===== config.mk =====
export PLATFORM = sky130hd
export DESIGN_NAME = clock_output_stop_power_control
export DESIGN_NICKNAME = d
export VERILOG_FILES = /design/src/rtl/clock_stop_pkg.sv /design/src/rtl/clock_stop_lane.sv /design/src/rtl/clock_output_stop_power_control.sv
export SDC_FILE = /design/constraint.sdc
export NUM_CORES = 1
export LEC_CHECK = 0
export ABC_AREA = 1
export BUFFER_PORTS_ARGS = -buffer_cell sky130_fd_sc_hd__clkbuf_2
export CORE_MARGIN = 8
export CORE_UTILIZATION = 53
export DETAILED_ROUTE_END_ITERATION = 6
export GPL_TIMING_DRIVEN = 0
export PLACE_DENSITY_LB_ADDON = 0.05
export SETUP_SLACK_MARGIN = 0.5
export SYNTH_ARGS = -nofsm -noshare
export SYNTH_HDL_FRONTEND = slang
export SYNTH_SLANG_ARGS = --single-unit

===== constraint.sdc =====
create_clock -name clk_sys_i -period 2.5 [get_ports clk_sys_i]
set_clock_uncertainty 0.2 [all_clocks]
set_input_delay 0.125 -clock clk_sys_i [delete_from_list [all_inputs] [get_ports clk_sys_i]]
set_output_delay 0.125 -clock clk_sys_i [all_outputs]
set_load 0.03 [all_outputs]

===== src/rtl/clock_stop_pkg.sv =====
// Shared constants and carrier types for the clock output stop and power control block
package clock_stop_pkg;

	// ****************************************************************
	// Output, enable line and control counts
	// ****************************************************************
	localparam int REF_COUNT  = 11;
	localparam int PROC_COUNT = 2;
	localparam int BUS_COUNT  = 4;
	localparam int OE_DED     = 4;
	localparam int OE_COUNT   = 6;
	localparam int CTL_COUNT  = 9;

	// ****************************************************************
	// Control vector positions
	// ****************************************************************
	localparam int CTL_OE_A     = 4;
	localparam int CTL_OE_B     = 5;
	localparam int CTL_PD       = 6;
	localparam int CTL_PROC_STP = 7;
	localparam int CTL_BUS_STP  = 8;

	// Reference outputs owned by the dedicated enable lines 0..3
	localparam int OE_DED_REF [OE_DED] = '{0, 1, 3, 6};

	// ****************************************************************
	// Reset values
	// ****************************************************************
	localparam logic [CTL_COUNT-1:0] CTL_RESET_N = 9'h1BF; // Power-good role starts as not good

	// ****************************************************************
	// Timing
	// ****************************************************************
	localparam int CLK_FREQ_MHZ       = 25;
	localparam int POWER_UP_US        = 1800;
	localparam int FLOAT_HIGH_US      = 300;
	// Longest times: round down to whole cycles
	localparam int POWER_UP_CYCLES    = POWER_UP_US * CLK_FREQ_MHZ;
	localparam int FLOAT_HIGH_CYCLES  = FLOAT_HIGH_US * CLK_FREQ_MHZ;
	localparam int TIMER_WIDTH        = 17;

	// ****************************************************************
	// Types
	// ****************************************************************
	typedef enum logic [2:0] {
		PWR_WAIT_GOOD,
		PWR_RUN,
		PWR_ENTRY,
		PWR_OFF,
		PWR_EXIT
	} power_state_type;

	typedef struct packed {
		logic [REF_COUNT-1:0]  ref_shared_a;
		logic [REF_COUNT-1:0]  ref_shared_b;
		logic [REF_COUNT-1:0]  ref_pd_float;
		logic [PROC_COUNT-1:0] proc_pd_float;
		logic [PROC_COUNT-1:0] proc_stoppable;
		logic                  display_pd_float;
		logic                  free_bus_free_run;
		logic                  spread_sel_96;
	} clock_config_type;

	typedef struct packed {
		logic [REF_COUNT-1:0]  ref_true;
		logic [REF_COUNT-1:0]  ref_comp;
		logic [PROC_COUNT-1:0] proc_true;
		logic [PROC_COUNT-1:0] proc_comp;
		logic [BUS_COUNT-1:0]  bus;
		logic                  free_bus;
		logic                  display_true;
		logic                  display_comp;
		logic                  spread_true;
		logic                  spread_comp;
	} clock_outputs_type;

endpackage


===== src/rtl/clock_stop_lane.sv =====
// Group of output gates that stop and restart only during the low phase
`timescale 1ns/1ps
`default_nettype none

module clock_stop_lane #(
	parameter int WIDTH = 1
) (
	// Clock and reset
	input  wire logic             clk_sys_i,
	input  wire logic             rst_i,
	// Raw running clocks, sampled
	input  wire logic [WIDTH-1:0] raw_i,
	// Stop control
	input  wire logic [WIDTH-1:0] stop_i,
	input  wire logic [WIDTH-1:0] rest_high_i,
	input  wire logic [WIDTH-1:0] float_i,
	// Gated pins and stop status
	output logic      [WIDTH-1:0] true_o,
	output logic      [WIDTH-1:0] comp_o,
	output logic      [WIDTH-1:0] stopped_o
);

	logic [WIDTH-1:0] stopped_reg;
	logic [WIDTH-1:0] true_reg;
	logic [WIDTH-1:0] comp_reg;

	// ****************************************************************
	// Stop state changes only while the raw clock is low
	// ****************************************************************
	// A change during the high phase would cut or stretch a pulse
	always_ff @(posedge clk_sys_i) begin
		if (rst_i) begin
			stopped_reg <= '1;
		end else begin
			for (int i = 0; i < WIDTH; i++) begin
				if (!raw_i[i]) begin
					stopped_reg[i] <= stop_i[i];
				end
			end
		end
	end

	// ****************************************************************
	// Pin drive
	// ****************************************************************
	always_ff @(posedge clk_sys_i) begin
		if (rst_i) begin
			true_reg <= '0;
			comp_reg <= '0;
		end else begin
			for (int i = 0; i < WIDTH; i++) begin
				if (!stopped_reg[i]) begin
					true_reg[i] <= raw_i[i];
					comp_reg[i] <= ~raw_i[i];
				end else if (float_i[i]) begin
					true_reg[i] <= 1'b0;
					comp_reg[i] <= 1'b0;
				end else begin
					true_reg[i] <= rest_high_i[i];
					comp_reg[i] <= 1'b0;
				end
			end
		end
	end

	assign true_o    = true_reg;
	assign comp_o    = comp_reg;
	assign stopped_o = stopped_reg;

endmodule // clock_stop_lane

`default_nettype wire


===== src/rtl/clock_output_stop_power_control.sv =====
// Output enable, stop and power-down sequencing for a multi-output clock generator
//
// Contract
// - enable valid after two equal complement-edge samples
// - dedicated lines own outputs; shared lines use config
// - enabled outputs restart together in 2-6 periods
// - disabled stoppable outputs halt low/low after transition
// - pin is power-good first, then power-down
// - synchronise power-down; stop clocks before oscillators off
// - two processor-edge samples; freeze at next low
// - drive-mode 0 rests high/low, 1 low/low
// - stable clocks within 1.8 ms of release
// - floated pairs driven high within 300 us
// - after lock all outputs enabled together
// - spread output follows display or reference group
// - processor stop halts stoppable pairs in 2-6 periods
// - halted processor pair high/low driven, low/low floated
// - processor clocks resume cleanly within two cycles
// - bus stop halts bus clocks, free-run ones excepted
// - bus clocks resume together within two periods
`timescale 1ns/1ps
`default_nettype none

module clock_output_stop_power_control #(
	parameter int POWER_UP_CYCLES   = clock_stop_pkg::POWER_UP_CYCLES,
	parameter int FLOAT_HIGH_CYCLES = clock_stop_pkg::FLOAT_HIGH_CYCLES
) (
	// Clock and reset
	input  wire logic                               clk_sys_i,
	input  wire logic                               rst_i,
	// Asynchronous control pins, active low
	input  wire logic [clock_stop_pkg::OE_COUNT-1:0] output_enable_n_i,
	input  wire logic                               powergood_powerdown_pin_i,
	input  wire logic                               processor_clock_stop_n_i,
	input  wire logic                               bus_clock_stop_n_i,
	// Configuration
	input  wire clock_stop_pkg::clock_config_type   cfg_i,
	// Raw internal clocks, sampled
	input  wire logic [clock_stop_pkg::REF_COUNT-1:0]  express_ref_clock_raw_i,
	input  wire logic [clock_stop_pkg::PROC_COUNT-1:0] processor_clock_raw_i,
	input  wire logic [clock_stop_pkg::BUS_COUNT-1:0]  bus_clock_raw_i,
	input  wire logic                               free_run_bus_clock_raw_i,
	input  wire logic                               display_clock_raw_i,
	input  wire logic                               display_or_spread_clock_raw_i,
	input  wire logic                               synth_locked_i,
	// Gated clocks
	output clock_stop_pkg::clock_outputs_type        clocks_o,
	// Power control
	output logic                                    oscillator_enable_o,
	output logic                                    synth_enable_o,
	output logic                                    power_down_n_o,
	output logic                                    power_up_late_o
);

	localparam int RC = clock_stop_pkg::REF_COUNT;
	localparam int PC = clock_stop_pkg::PROC_COUNT;
	localparam int BC = clock_stop_pkg::BUS_COUNT;
	localparam int CC = clock_stop_pkg::CTL_COUNT;
	localparam int TW = clock_stop_pkg::TIMER_WIDTH;

	// ****************************************************************
	// Edge detect on the governing clocks
	// ****************************************************************
	logic ref_prev_reg;
	logic proc_prev_reg;
	logic bus_prev_reg;
	logic ref_comp_rise;
	logic proc_comp_rise;
	logic bus_rise;
	logic [CC-1:0] ctl_edge;

	always_ff @(posedge clk_sys_i) begin
		if (rst_i) begin
			ref_prev_reg  <= 1'b0;
			proc_prev_reg <= 1'b0;
			bus_prev_reg  <= 1'b0;
		end else begin
			ref_prev_reg  <= express_ref_clock_raw_i[0];
			proc_prev_reg <= processor_clock_raw_i[0];
			bus_prev_reg  <= bus_clock_raw_i[0];
		end
	end

	// Complement rises as true falls; power-down uses system edges while the oscillator is off
	assign ref_comp_rise  = ref_prev_reg & ~express_ref_clock_raw_i[0];
	assign proc_comp_rise = proc_prev_reg & ~processor_clock_raw_i[0];
	assign bus_rise       = ~bus_prev_reg & bus_clock_raw_i[0];
	assign ctl_edge = {bus_rise, proc_comp_rise, proc_comp_rise | ~oscillator_enable_o,
		{clock_stop_pkg::OE_COUNT{ref_comp_rise}}};

	// ****************************************************************
	// Synchroniser and two-sample debounce
	// ****************************************************************
	logic [CC-1:0] ctl_raw;
	logic [CC-1:0] sync1_reg;
	logic [CC-1:0] sync2_reg;
	logic [CC-1:0] sample_reg;
	logic [CC-1:0] ctl_n_reg;

	assign ctl_raw = {bus_clock_stop_n_i, processor_clock_stop_n_i, powergood_powerdown_pin_i,
		output_enable_n_i};

	always_ff @(posedge clk_sys_i) begin
		if (rst_i) begin
			sync1_reg <= clock_stop_pkg::CTL_RESET_N;
			sync2_reg <= clock_stop_pkg::CTL_RESET_N;
		end else begin
			sync1_reg <= ctl_raw;
			sync2_reg <= sync1_reg;
		end
	end

	// A level counts only when two successive governing edges agree
	always_ff @(posedge clk_sys_i) begin
		if (rst_i) begin
			sample_reg <= clock_stop_pkg::CTL_RESET_N;
			ctl_n_reg  <= clock_stop_pkg::CTL_RESET_N;
		end else begin
			for (int i = 0; i < CC; i++) begin
				if (ctl_edge[i]) begin
					sample_reg[i] <= sync2_reg[i];
					if (sample_reg[i] == sync2_reg[i]) begin
						ctl_n_reg[i] <= sync2_reg[i];
					end
				end
			end
		end
	end

	// ****************************************************************
	// Power sequencer
	// ****************************************************************
	clock_stop_pkg::power_state_type state_reg;
	logic [TW-1:0] timer_reg;
	logic          float_hold_reg;
	logic          late_reg;
	logic          pd_stop;
	logic          all_stopped;
	logic          pin_level;

	assign pin_level = ctl_n_reg[clock_stop_pkg::CTL_PD];

	always_ff @(posedge clk_sys_i) begin
		if (rst_i) begin
			state_reg <= clock_stop_pkg::PWR_WAIT_GOOD;
		end else begin
			case (state_reg)
				clock_stop_pkg::PWR_WAIT_GOOD: begin
					// Power-good role until first seen high
					if (pin_level) begin
						state_reg <= clock_stop_pkg::PWR_EXIT;
					end
				end
				clock_stop_pkg::PWR_RUN: begin
					if (!pin_level) begin
						state_reg <= clock_stop_pkg::PWR_ENTRY;
					end
				end
				clock_stop_pkg::PWR_ENTRY: begin
					// Oscillators stay on until every output is parked
					if (all_stopped) begin
						state_reg <= clock_stop_pkg::PWR_OFF;
					end
				end
				clock_stop_pkg::PWR_OFF: begin
					if (pin_level) begin
						state_reg <= clock_stop_pkg::PWR_EXIT;
					end
				end
				clock_stop_pkg::PWR_EXIT: begin
					if (!pin_level) begin
						state_reg <= clock_stop_pkg::PWR_ENTRY;
					end else if (synth_locked_i) begin
						state_reg <= clock_stop_pkg::PWR_RUN;
					end
				end
				default: begin
					state_reg <= clock_stop_pkg::PWR_WAIT_GOOD;
				end
			endcase
		end
	end

	// Time since release, for the float hold and the late flag
	always_ff @(posedge clk_sys_i) begin
		if (rst_i) begin
			timer_reg <= '0;
		end else if (state_reg != clock_stop_pkg::PWR_EXIT) begin
			timer_reg <= '0;
		end else if (timer_reg != '1) begin
			timer_reg <= timer_reg + TW'(1);
		end
	end

	// Floated pairs turn to driven-high once the release timer reaches the float-high limit, or on entering run
	always_ff @(posedge clk_sys_i) begin
		if (rst_i) begin
			float_hold_reg <= 1'b1;
		end else if (state_reg == clock_stop_pkg::PWR_ENTRY) begin
			float_hold_reg <= 1'b1;
		end else if (state_reg == clock_stop_pkg::PWR_EXIT
			&& timer_reg >= TW'(FLOAT_HIGH_CYCLES - 1)) begin
			float_hold_reg <= 1'b0;
		end else if (state_reg == clock_stop_pkg::PWR_RUN) begin
			float_hold_reg <= 1'b0;
		end
	end

	// Lock not seen in time is reported, not masked
	always_ff @(posedge clk_sys_i) begin
		if (rst_i) begin
			late_reg <= 1'b0;
		end else if (state_reg == clock_stop_pkg::PWR_EXIT
			&& timer_reg >= TW'(POWER_UP_CYCLES)) begin
			late_reg <= 1'b1;
		end else if (state_reg == clock_stop_pkg::PWR_RUN) begin
			late_reg <= 1'b0;
		end
	end

	assign pd_stop = state_reg != clock_stop_pkg::PWR_RUN;

	always_ff @(posedge clk_sys_i) begin
		if (rst_i) begin
			oscillator_enable_o <= 1'b0;
			synth_enable_o      <= 1'b0;
			power_down_n_o      <= 1'b0;
		end else begin
			oscillator_enable_o <= state_reg == clock_stop_pkg::PWR_EXIT
				|| state_reg == clock_stop_pkg::PWR_RUN || state_reg == clock_stop_pkg::PWR_ENTRY;
			synth_enable_o      <= state_reg == clock_stop_pkg::PWR_EXIT
				|| state_reg == clock_stop_pkg::PWR_RUN || state_reg == clock_stop_pkg::PWR_ENTRY;
			power_down_n_o      <= ~pd_stop;
		end
	end

	assign power_up_late_o = late_reg;

	// ****************************************************************
	// Stop requests per group
	// ****************************************************************
	logic [RC-1:0] ref_oe_stop;
	logic [RC-1:0] ref_stop;
	logic [RC-1:0] ref_float;
	logic [PC-1:0] proc_stop;
	logic [PC-1:0] proc_float;
	logic [BC-1:0] bus_stop;
	logic          free_stop;
	logic          bus_stop_req;
	logic [1:0]    disp_stop;
	logic [1:0]    disp_float;
	logic [RC-1:0] ref_stopped;
	logic [PC-1:0] proc_stopped;
	logic [BC-1:0] bus_stopped;
	logic          free_stopped;
	logic [1:0]    disp_stopped;

	always_comb begin
		ref_oe_stop = '0;
		for (int i = 0; i < clock_stop_pkg::OE_DED; i++) begin
			if (ctl_n_reg[i]) begin
				ref_oe_stop[clock_stop_pkg::OE_DED_REF[i]] = 1'b1;
			end
		end
		if (ctl_n_reg[clock_stop_pkg::CTL_OE_A]) begin
			ref_oe_stop = ref_oe_stop | cfg_i.ref_shared_a;
		end
		if (ctl_n_reg[clock_stop_pkg::CTL_OE_B]) begin
			ref_oe_stop = ref_oe_stop | cfg_i.ref_shared_b;
		end
	end

	// Shared release of a line frees its outputs on the same edge
	assign ref_stop  = ref_oe_stop | {RC{pd_stop}};
	assign ref_float = cfg_i.ref_pd_float & {RC{pd_stop & float_hold_reg}};

	assign proc_stop  = ({PC{~ctl_n_reg[clock_stop_pkg::CTL_PROC_STP]}} & cfg_i.proc_stoppable)
		| {PC{pd_stop}};
	assign proc_float = cfg_i.proc_pd_float & {PC{pd_stop ? float_hold_reg : 1'b1}};

	assign bus_stop_req = ~ctl_n_reg[clock_stop_pkg::CTL_BUS_STP];
	assign bus_stop     = {BC{bus_stop_req | pd_stop}};
	assign free_stop    = (bus_stop_req & ~cfg_i.free_bus_free_run) | pd_stop;

	assign disp_stop  = {2{pd_stop}};
	assign disp_float = {cfg_i.spread_sel_96 ? cfg_i.display_pd_float : cfg_i.ref_pd_float[0],
		cfg_i.display_pd_float} & {2{float_hold_reg}};

	assign all_stopped = &{ref_stopped, proc_stopped, bus_stopped, free_stopped, disp_stopped};

	// ****************************************************************
	// Output gates
	// ****************************************************************
	clock_stop_lane #(.WIDTH(RC)) ref_lane (
		.clk_sys_i  (clk_sys_i),
		.rst_i      (rst_i),
		.raw_i      (express_ref_clock_raw_i),
		.stop_i     (ref_stop),
		.rest_high_i({RC{pd_stop}} & ~ref_oe_stop),
		.float_i    (ref_float),
		.true_o     (clocks_o.ref_true),
		.comp_o     (clocks_o.ref_comp),
		.stopped_o  (ref_stopped)
	);

	clock_stop_lane #(.WIDTH(PC)) proc_lane (
		.clk_sys_i  (clk_sys_i),
		.rst_i      (rst_i),
		.raw_i      (processor_clock_raw_i),
		.stop_i     (proc_stop),
		.rest_high_i({PC{1'b1}}),
		.float_i    (proc_float),
		.true_o     (clocks_o.proc_true),
		.comp_o     (clocks_o.proc_comp),
		.stopped_o  (proc_stopped)
	);

	// Single-ended bus clocks always park low
	clock_stop_lane #(.WIDTH(BC + 1)) bus_lane (
		.clk_sys_i  (clk_sys_i),
		.rst_i      (rst_i),
		.raw_i      ({free_run_bus_clock_raw_i, bus_clock_raw_i}),
		.stop_i     ({free_stop, bus_stop}),
		.rest_high_i('0),
		.float_i    ('0),
		.true_o     ({clocks_o.free_bus, clocks_o.bus}),
		.comp_o     (),
		.stopped_o  ({free_stopped, bus_stopped})
	);

	clock_stop_lane #(.WIDTH(2)) disp_lane (
		.clk_sys_i  (clk_sys_i),
		.rst_i      (rst_i),
		.raw_i      ({display_or_spread_clock_raw_i, display_clock_raw_i}),
		.stop_i     (disp_stop),
		.rest_high_i(2'h3),
		.float_i    (disp_float),
		.true_o     ({clocks_o.spread_true, clocks_o.display_true}),
		.comp_o     ({clocks_o.spread_comp, clocks_o.display_comp}),
		.stopped_o  (disp_stopped)
	);

endmodule // clock_output_stop_power_control

`default_nettype wire


; ---- Word-level counts from Yosys, hierarchy flattened
; Cells that the tools add are included.
[totals]
register_bits = 118
elab_cells = 217
in_bits = 72
[op_classes]
n_mux = 47
addsub = 1
n_eq_ne = 20
bitwise = 39
n_reduce_logical = 41
magnitude_cmp = 2
[op_table]
columns = cell, n
row1 = OR reduction 2 bit, 23
row2 = 2-to-1 mux 1 bit, 39
row3 = bitwise AND 11 bit, 2
row4 = 2-to-1 mux 11 bit, 2
row5 = OR 11 bit, 2
row6 = NOT 1 bit, 21
row7 = AND reduction 20 bit, 1
row8 = AND reduction 2 bit, 9
row9 = "adder 17 x 1 -> 17 bit, second input constant", 1
row10 = "greater-or-equal comparator 17 x 13 -> 1 bit, second input constant", 1
row11 = "greater-or-equal comparator 17 x 16 -> 1 bit, second input constant", 1
row12 = "inequality test 17 bit, second input constant", 1
row13 = 2-to-1 mux 3 bit, 5
row14 = case mux 3 bit (4 select lines), 1
row15 = NOT 11 bit, 1
row16 = OR 7 x 11 -> 11 bit, 1
row17 = equality test 1 bit, 9
row18 = bitwise AND 2 bit, 3
row19 = "equality test 3 x 2 -> 1 bit, second input constant", 2
row20 = "inequality test 3 bit, second input constant", 2
row21 = bitwise AND 1 bit, 5
row22 = "inequality test 2 bit, second input constant", 2
row23 = AND reduction 4 bit, 1
row24 = nonzero test 2 bit, 2
row25 = 9 further kinds, 13

; ---- Logic depth before layout (Yosys ltp)
[depth]
depth_word = 9
ltp_mapped = 14
mapped_depth_nobuf = 14

; ---- Cells and area by module
; A second synthesis with hierarchy kept.
[unflattened]
cells_unflattened = 679
area_unflattened_um2 = 5101.1
[by_module_without_submodules]
columns = mod, area_each_um2, instances, cells_each
row1 = clock_output_stop_power_control, 3093.0, 1, 451
row2 = clock_stop_lane at ref_lane, 1079.8, 1, 125
row3 = clock_stop_lane at bus_lane, 540.5, 1, 57
row4 = clock_stop_lane at disp_lane ..., 193.9, 2, 23

; ---- Worst setup path after synthesis
; No wires, ideal clock.
[synth_timing]
path_type = reg-to-reg
startpoint = reg timer_reg[2]
endpoint = reg timer_reg[9]
t_arrival_ns = 1.640
n_path_buf = 0
setup_time_ns = 0.116
synth_period_minus_slack_ns = 1.955
path_stages_with_launch = 13
path_slack_ns = 0.545
path_cell_list = dfxtp_1 nand2_1 inv_2 nand3_1 nor4_1 ha_1 inv_2 nand2_4 nor2_4 nand4_2 nor2_4 xor2_1 nor2_1
[synth_via]
elab_chain_len = 1
[synth_lines]
columns = element, line_no
row1 = start: declaration, clock_output_stop_power_control.sv:134  ; logic [TW-1:0] timer_reg;
row2 = start signal: assignment, clock_output_stop_power_control.sv:191  ; timer_reg <= timer_reg + TW'(1);
row3 = adder 17 x 1 -> 17 bit or inequality test 17 bit (tied branches), "clock_output_stop_power_control.sv:191, clock_output_stop_power_control.sv:190"
; Several ways; a longest one is shown, not always the timed one.
; A chain may end at the register's enable or synchronous reset.

; ---- Worst setup path after layout
[layout_timing]
startpoint = reg timer_reg[11]
endpoint = reg timer_reg[9]
[layout_via]
elab_chain_len = 1
[layout_lines]
columns = element, line_no
row1 = inequality test 17 bit, clock_output_stop_power_control.sv:190  ; end else if (timer_reg != '1) begin
; Every way passes these cells.

==> results.yml <==
status:
  status: "finished with violations"
  violations: "DRC"
setup_path:
  worstReg2RegEnd: "timer_reg[9]"
  ff2ff_setup_slack_ps: 500
  critical_path.endpoint_type: "flip-flop"
  crit_type: "reg2reg"
  worstReg2RegStart: "timer_reg[11]"
  crit_end: "timer_reg[9]"
  cp.arrival_ps: 2200
  crit_required_ps: 2700
  crit_path_start: "timer_reg[11]"
  worstSetupStartpointType: "flip-flop"
  crit_path_max_fanout: 5
  rr_worst_depth: 12
final_layout:
  stdcell_area_um2: 6830
  fill_cells: 594
  layout.nets: 880
  area_growth_pct: 46.2
  drive_gt1_share_pct: 28.0
  final_util_pct: 79.1
  antennaDiodeCount: 0
  final_cell_mix: "nand2_1 (111), clkbuf_2 (110), dfxtp_1 (104), dlygate4sd3_1 (74), inv_1 (64)"
  largest_reg_flops: 17
  layout_commonest_cell: "nand2_1"
yosys:
  synthFlopType: "dfxtp_1"
  synth.avg_cell_area_um2: 7.88
  synth_top_area_share_pct: 50.5
  synth.cell_area_um2: 4670
  yosysSeqAreaShare_pct: 50.5
  syn_nets: 668
  synth_cell_types: 33
  syn_inst: 593
  yosys.area.top_type: "dfxtp_1"
  synth.area.top_cells: "dfxtp_1 (51%), nand2_1 (9.2%), inv_1 (5.2%)"
  synth-edff-count: 0
  ys_seq_elements: 118
  yosysWarnings: 0
  synthArstFlopShare_pct: 0
power_and_ir_drop:
  vdd_ir_drop_max_mv: 0.550
  p_per_area_nw_per_um2: 765
  p_leak_nw: 3.19
die:
  start_util_pct: 54.1
  ioPinCount: 111
  fp.dieW_um: 110
  rows: 34
  core_um2: 8640
  die_area_um2: 12100
  die_y_um: 110
grt:
  grt_pass1_wl_mm: 23.1
  track_usage_pct: 24.6
  grt_antenna_before_repair: 0
  grt_max_degree: 17
  grt-ovfl-total: 0
  grt_pass1_vias: 4977
timing:
  fin_crit_ps: 2000
  clock.fmax_mhz: 499
  hold_viol: 0
  setup_viol: 0
  slew_headroom_pct: 57.0
  fin_crit_sh_pct: 80.1
  finalMaxSlewViolations: 0
  worst_slew_pin_slew_ps: 645
  timing.setup.tns_ps: 0
  grt_setup_unrepaired: "yes"
cts:
  numClockSinks: 118
  tritoncts: "built"
  clk-insertion-delay-late_ps: 520
  root_buffer: "clkbuf_8"
  cts_buffers: 17
  clkTransAtPathRegs_ps: 60
  h-tree-depth: 4
  clk_path_buf_depth: 2
placement:
  port_buffers: 109
  dp.final_hpwl_mm: 9.53
  place_area_um2: 5350
  gp_congestion: 0.895
drt:
  ant_nets: 0
  vias: 4912
  drtIter0Drc: 248
  drc: 1
  routed_via_density: 5.31
  dr.pass1.iters: 7
  wl_per_cell_um: 16.2
  drt-total-wl_mm: 15.0
hold_path:
  holdCritPathClass: "in2reg"
run:
  cap_violations: 0
how the worst min path moves through the flow:
stage	startpoint	to	slack [ps]	depth (start not counted)
final	bus_clock_stop_n_i	sync1_reg[8]	130	3
after global routing	output_enable_n_i[1]	sync1_reg[1]	140	3
after CTS	output_enable_n_i[1]	sync1_reg[1]	120	3
after detailed placement	output_enable_n_i[2]	sync1_reg[2]	110	2
after global placement	output_enable_n_i[3]	sync1_reg[3]	110	2
after floorplan	display_clock_raw_i	disp_lane.comp_o[0]	2	1
power by group:
group | internal, mW | switching (mW) | leakage (nW) | total, mW
Combinational | 0.334 | 0.508 | 1.95 | 0.842
Sequential | 1.99 | 0.0903 | 0.971 | 2.08
Clock | 1.43 | 0.866 | 0.270 | 2.30
synth_stat cells (all sizes together), types with 8 or more instances:
cell / instances
clkbuf: 8
buf: 8
nand3: 34
or2: 17
nor2: 63
o211ai: 8
o21ai: 27
a31oi: 14
dfxtp: 118
inv: 72
nor3: 33
o21bai: 8
a21oi: 32
nand2: 122
nand4: 8
per-stage QoR:
step | total power [mW] | setup WS, ps | hold slack, ps | instances
6_report | 5.22 | 498 | 128 | 925
5_1_grt | 5.44 | 424 | 138 | 925
4_1_cts | 5.21 | 475 | 120 | 918
3_5_place_dp | 2.84 | 241 | 111 | 810
3_3_place_gp | 2.82 | 268 | 106 | 810
2_1_floorplan | 2.60 | 545 | 1.79 | 593
area by class of cell:
class | instances | area [um^2] | share of cell area (%)
clock inverter | 12 | 129 | 1.89
inverter | 72 | 273 | 3.99
sequential | 118 | 2390 | 35.0
tap | 108 | 135 | 1.98
timing repair buffer | 193 | 1360 | 19.9
buffer | 16 | 73.8 | 1.08
multi-input combinational | 387 | 2040 | 29.8
clock buffer | 19 | 432 | 6.32
timing repair:
| action | in CTS | in global routing |
|---|---|---|
| gates resized for setup | 17 | 21 |
| setup endpoints to repair | 13 | 10 |
| hold buffers | 74 | 0 |
| pin swaps | 2 | 11 |
| setup buffers | 3 | 7 |
| hold endpoints to repair | 93 | 0 |
critical path, cell delays in order, from the launching register on:
cell	delay [ps]
dfxtp_4	370
nand2_4	60
nor2_4	120
nand3_2	70
nor4_2	220
ha_2	290
inv_4	60
nand2_4	70
nor2_4	50
nand4_4	70
nor2_4	60
xor2_1	170
nor2_1	60
routing by layer:
metal  up-vias  share of wire (%)  track usage (%)
met5         -                  0                0
met2       234                 50             43.0
met4         0                3.0             12.4
met3        44                8.6             6.98
met1      2251                 39             26.7
li1       2383                  -                -
logic make-up (layout without fill, tap and decap cells):
group,count (synthesis),count (layout),synth area share [%]
buffers and inverters,88,312,7.34
AOI/OAI and AO/OA,102,102,13.0
adders and majority gates,3,3,0.803
xor gates and xnor gates,2,2,0.375
DFF,118,118,50.5
and+or+nand+nor,280,280,28.0
Note: power is estimated with default switching activity, not from simulation.
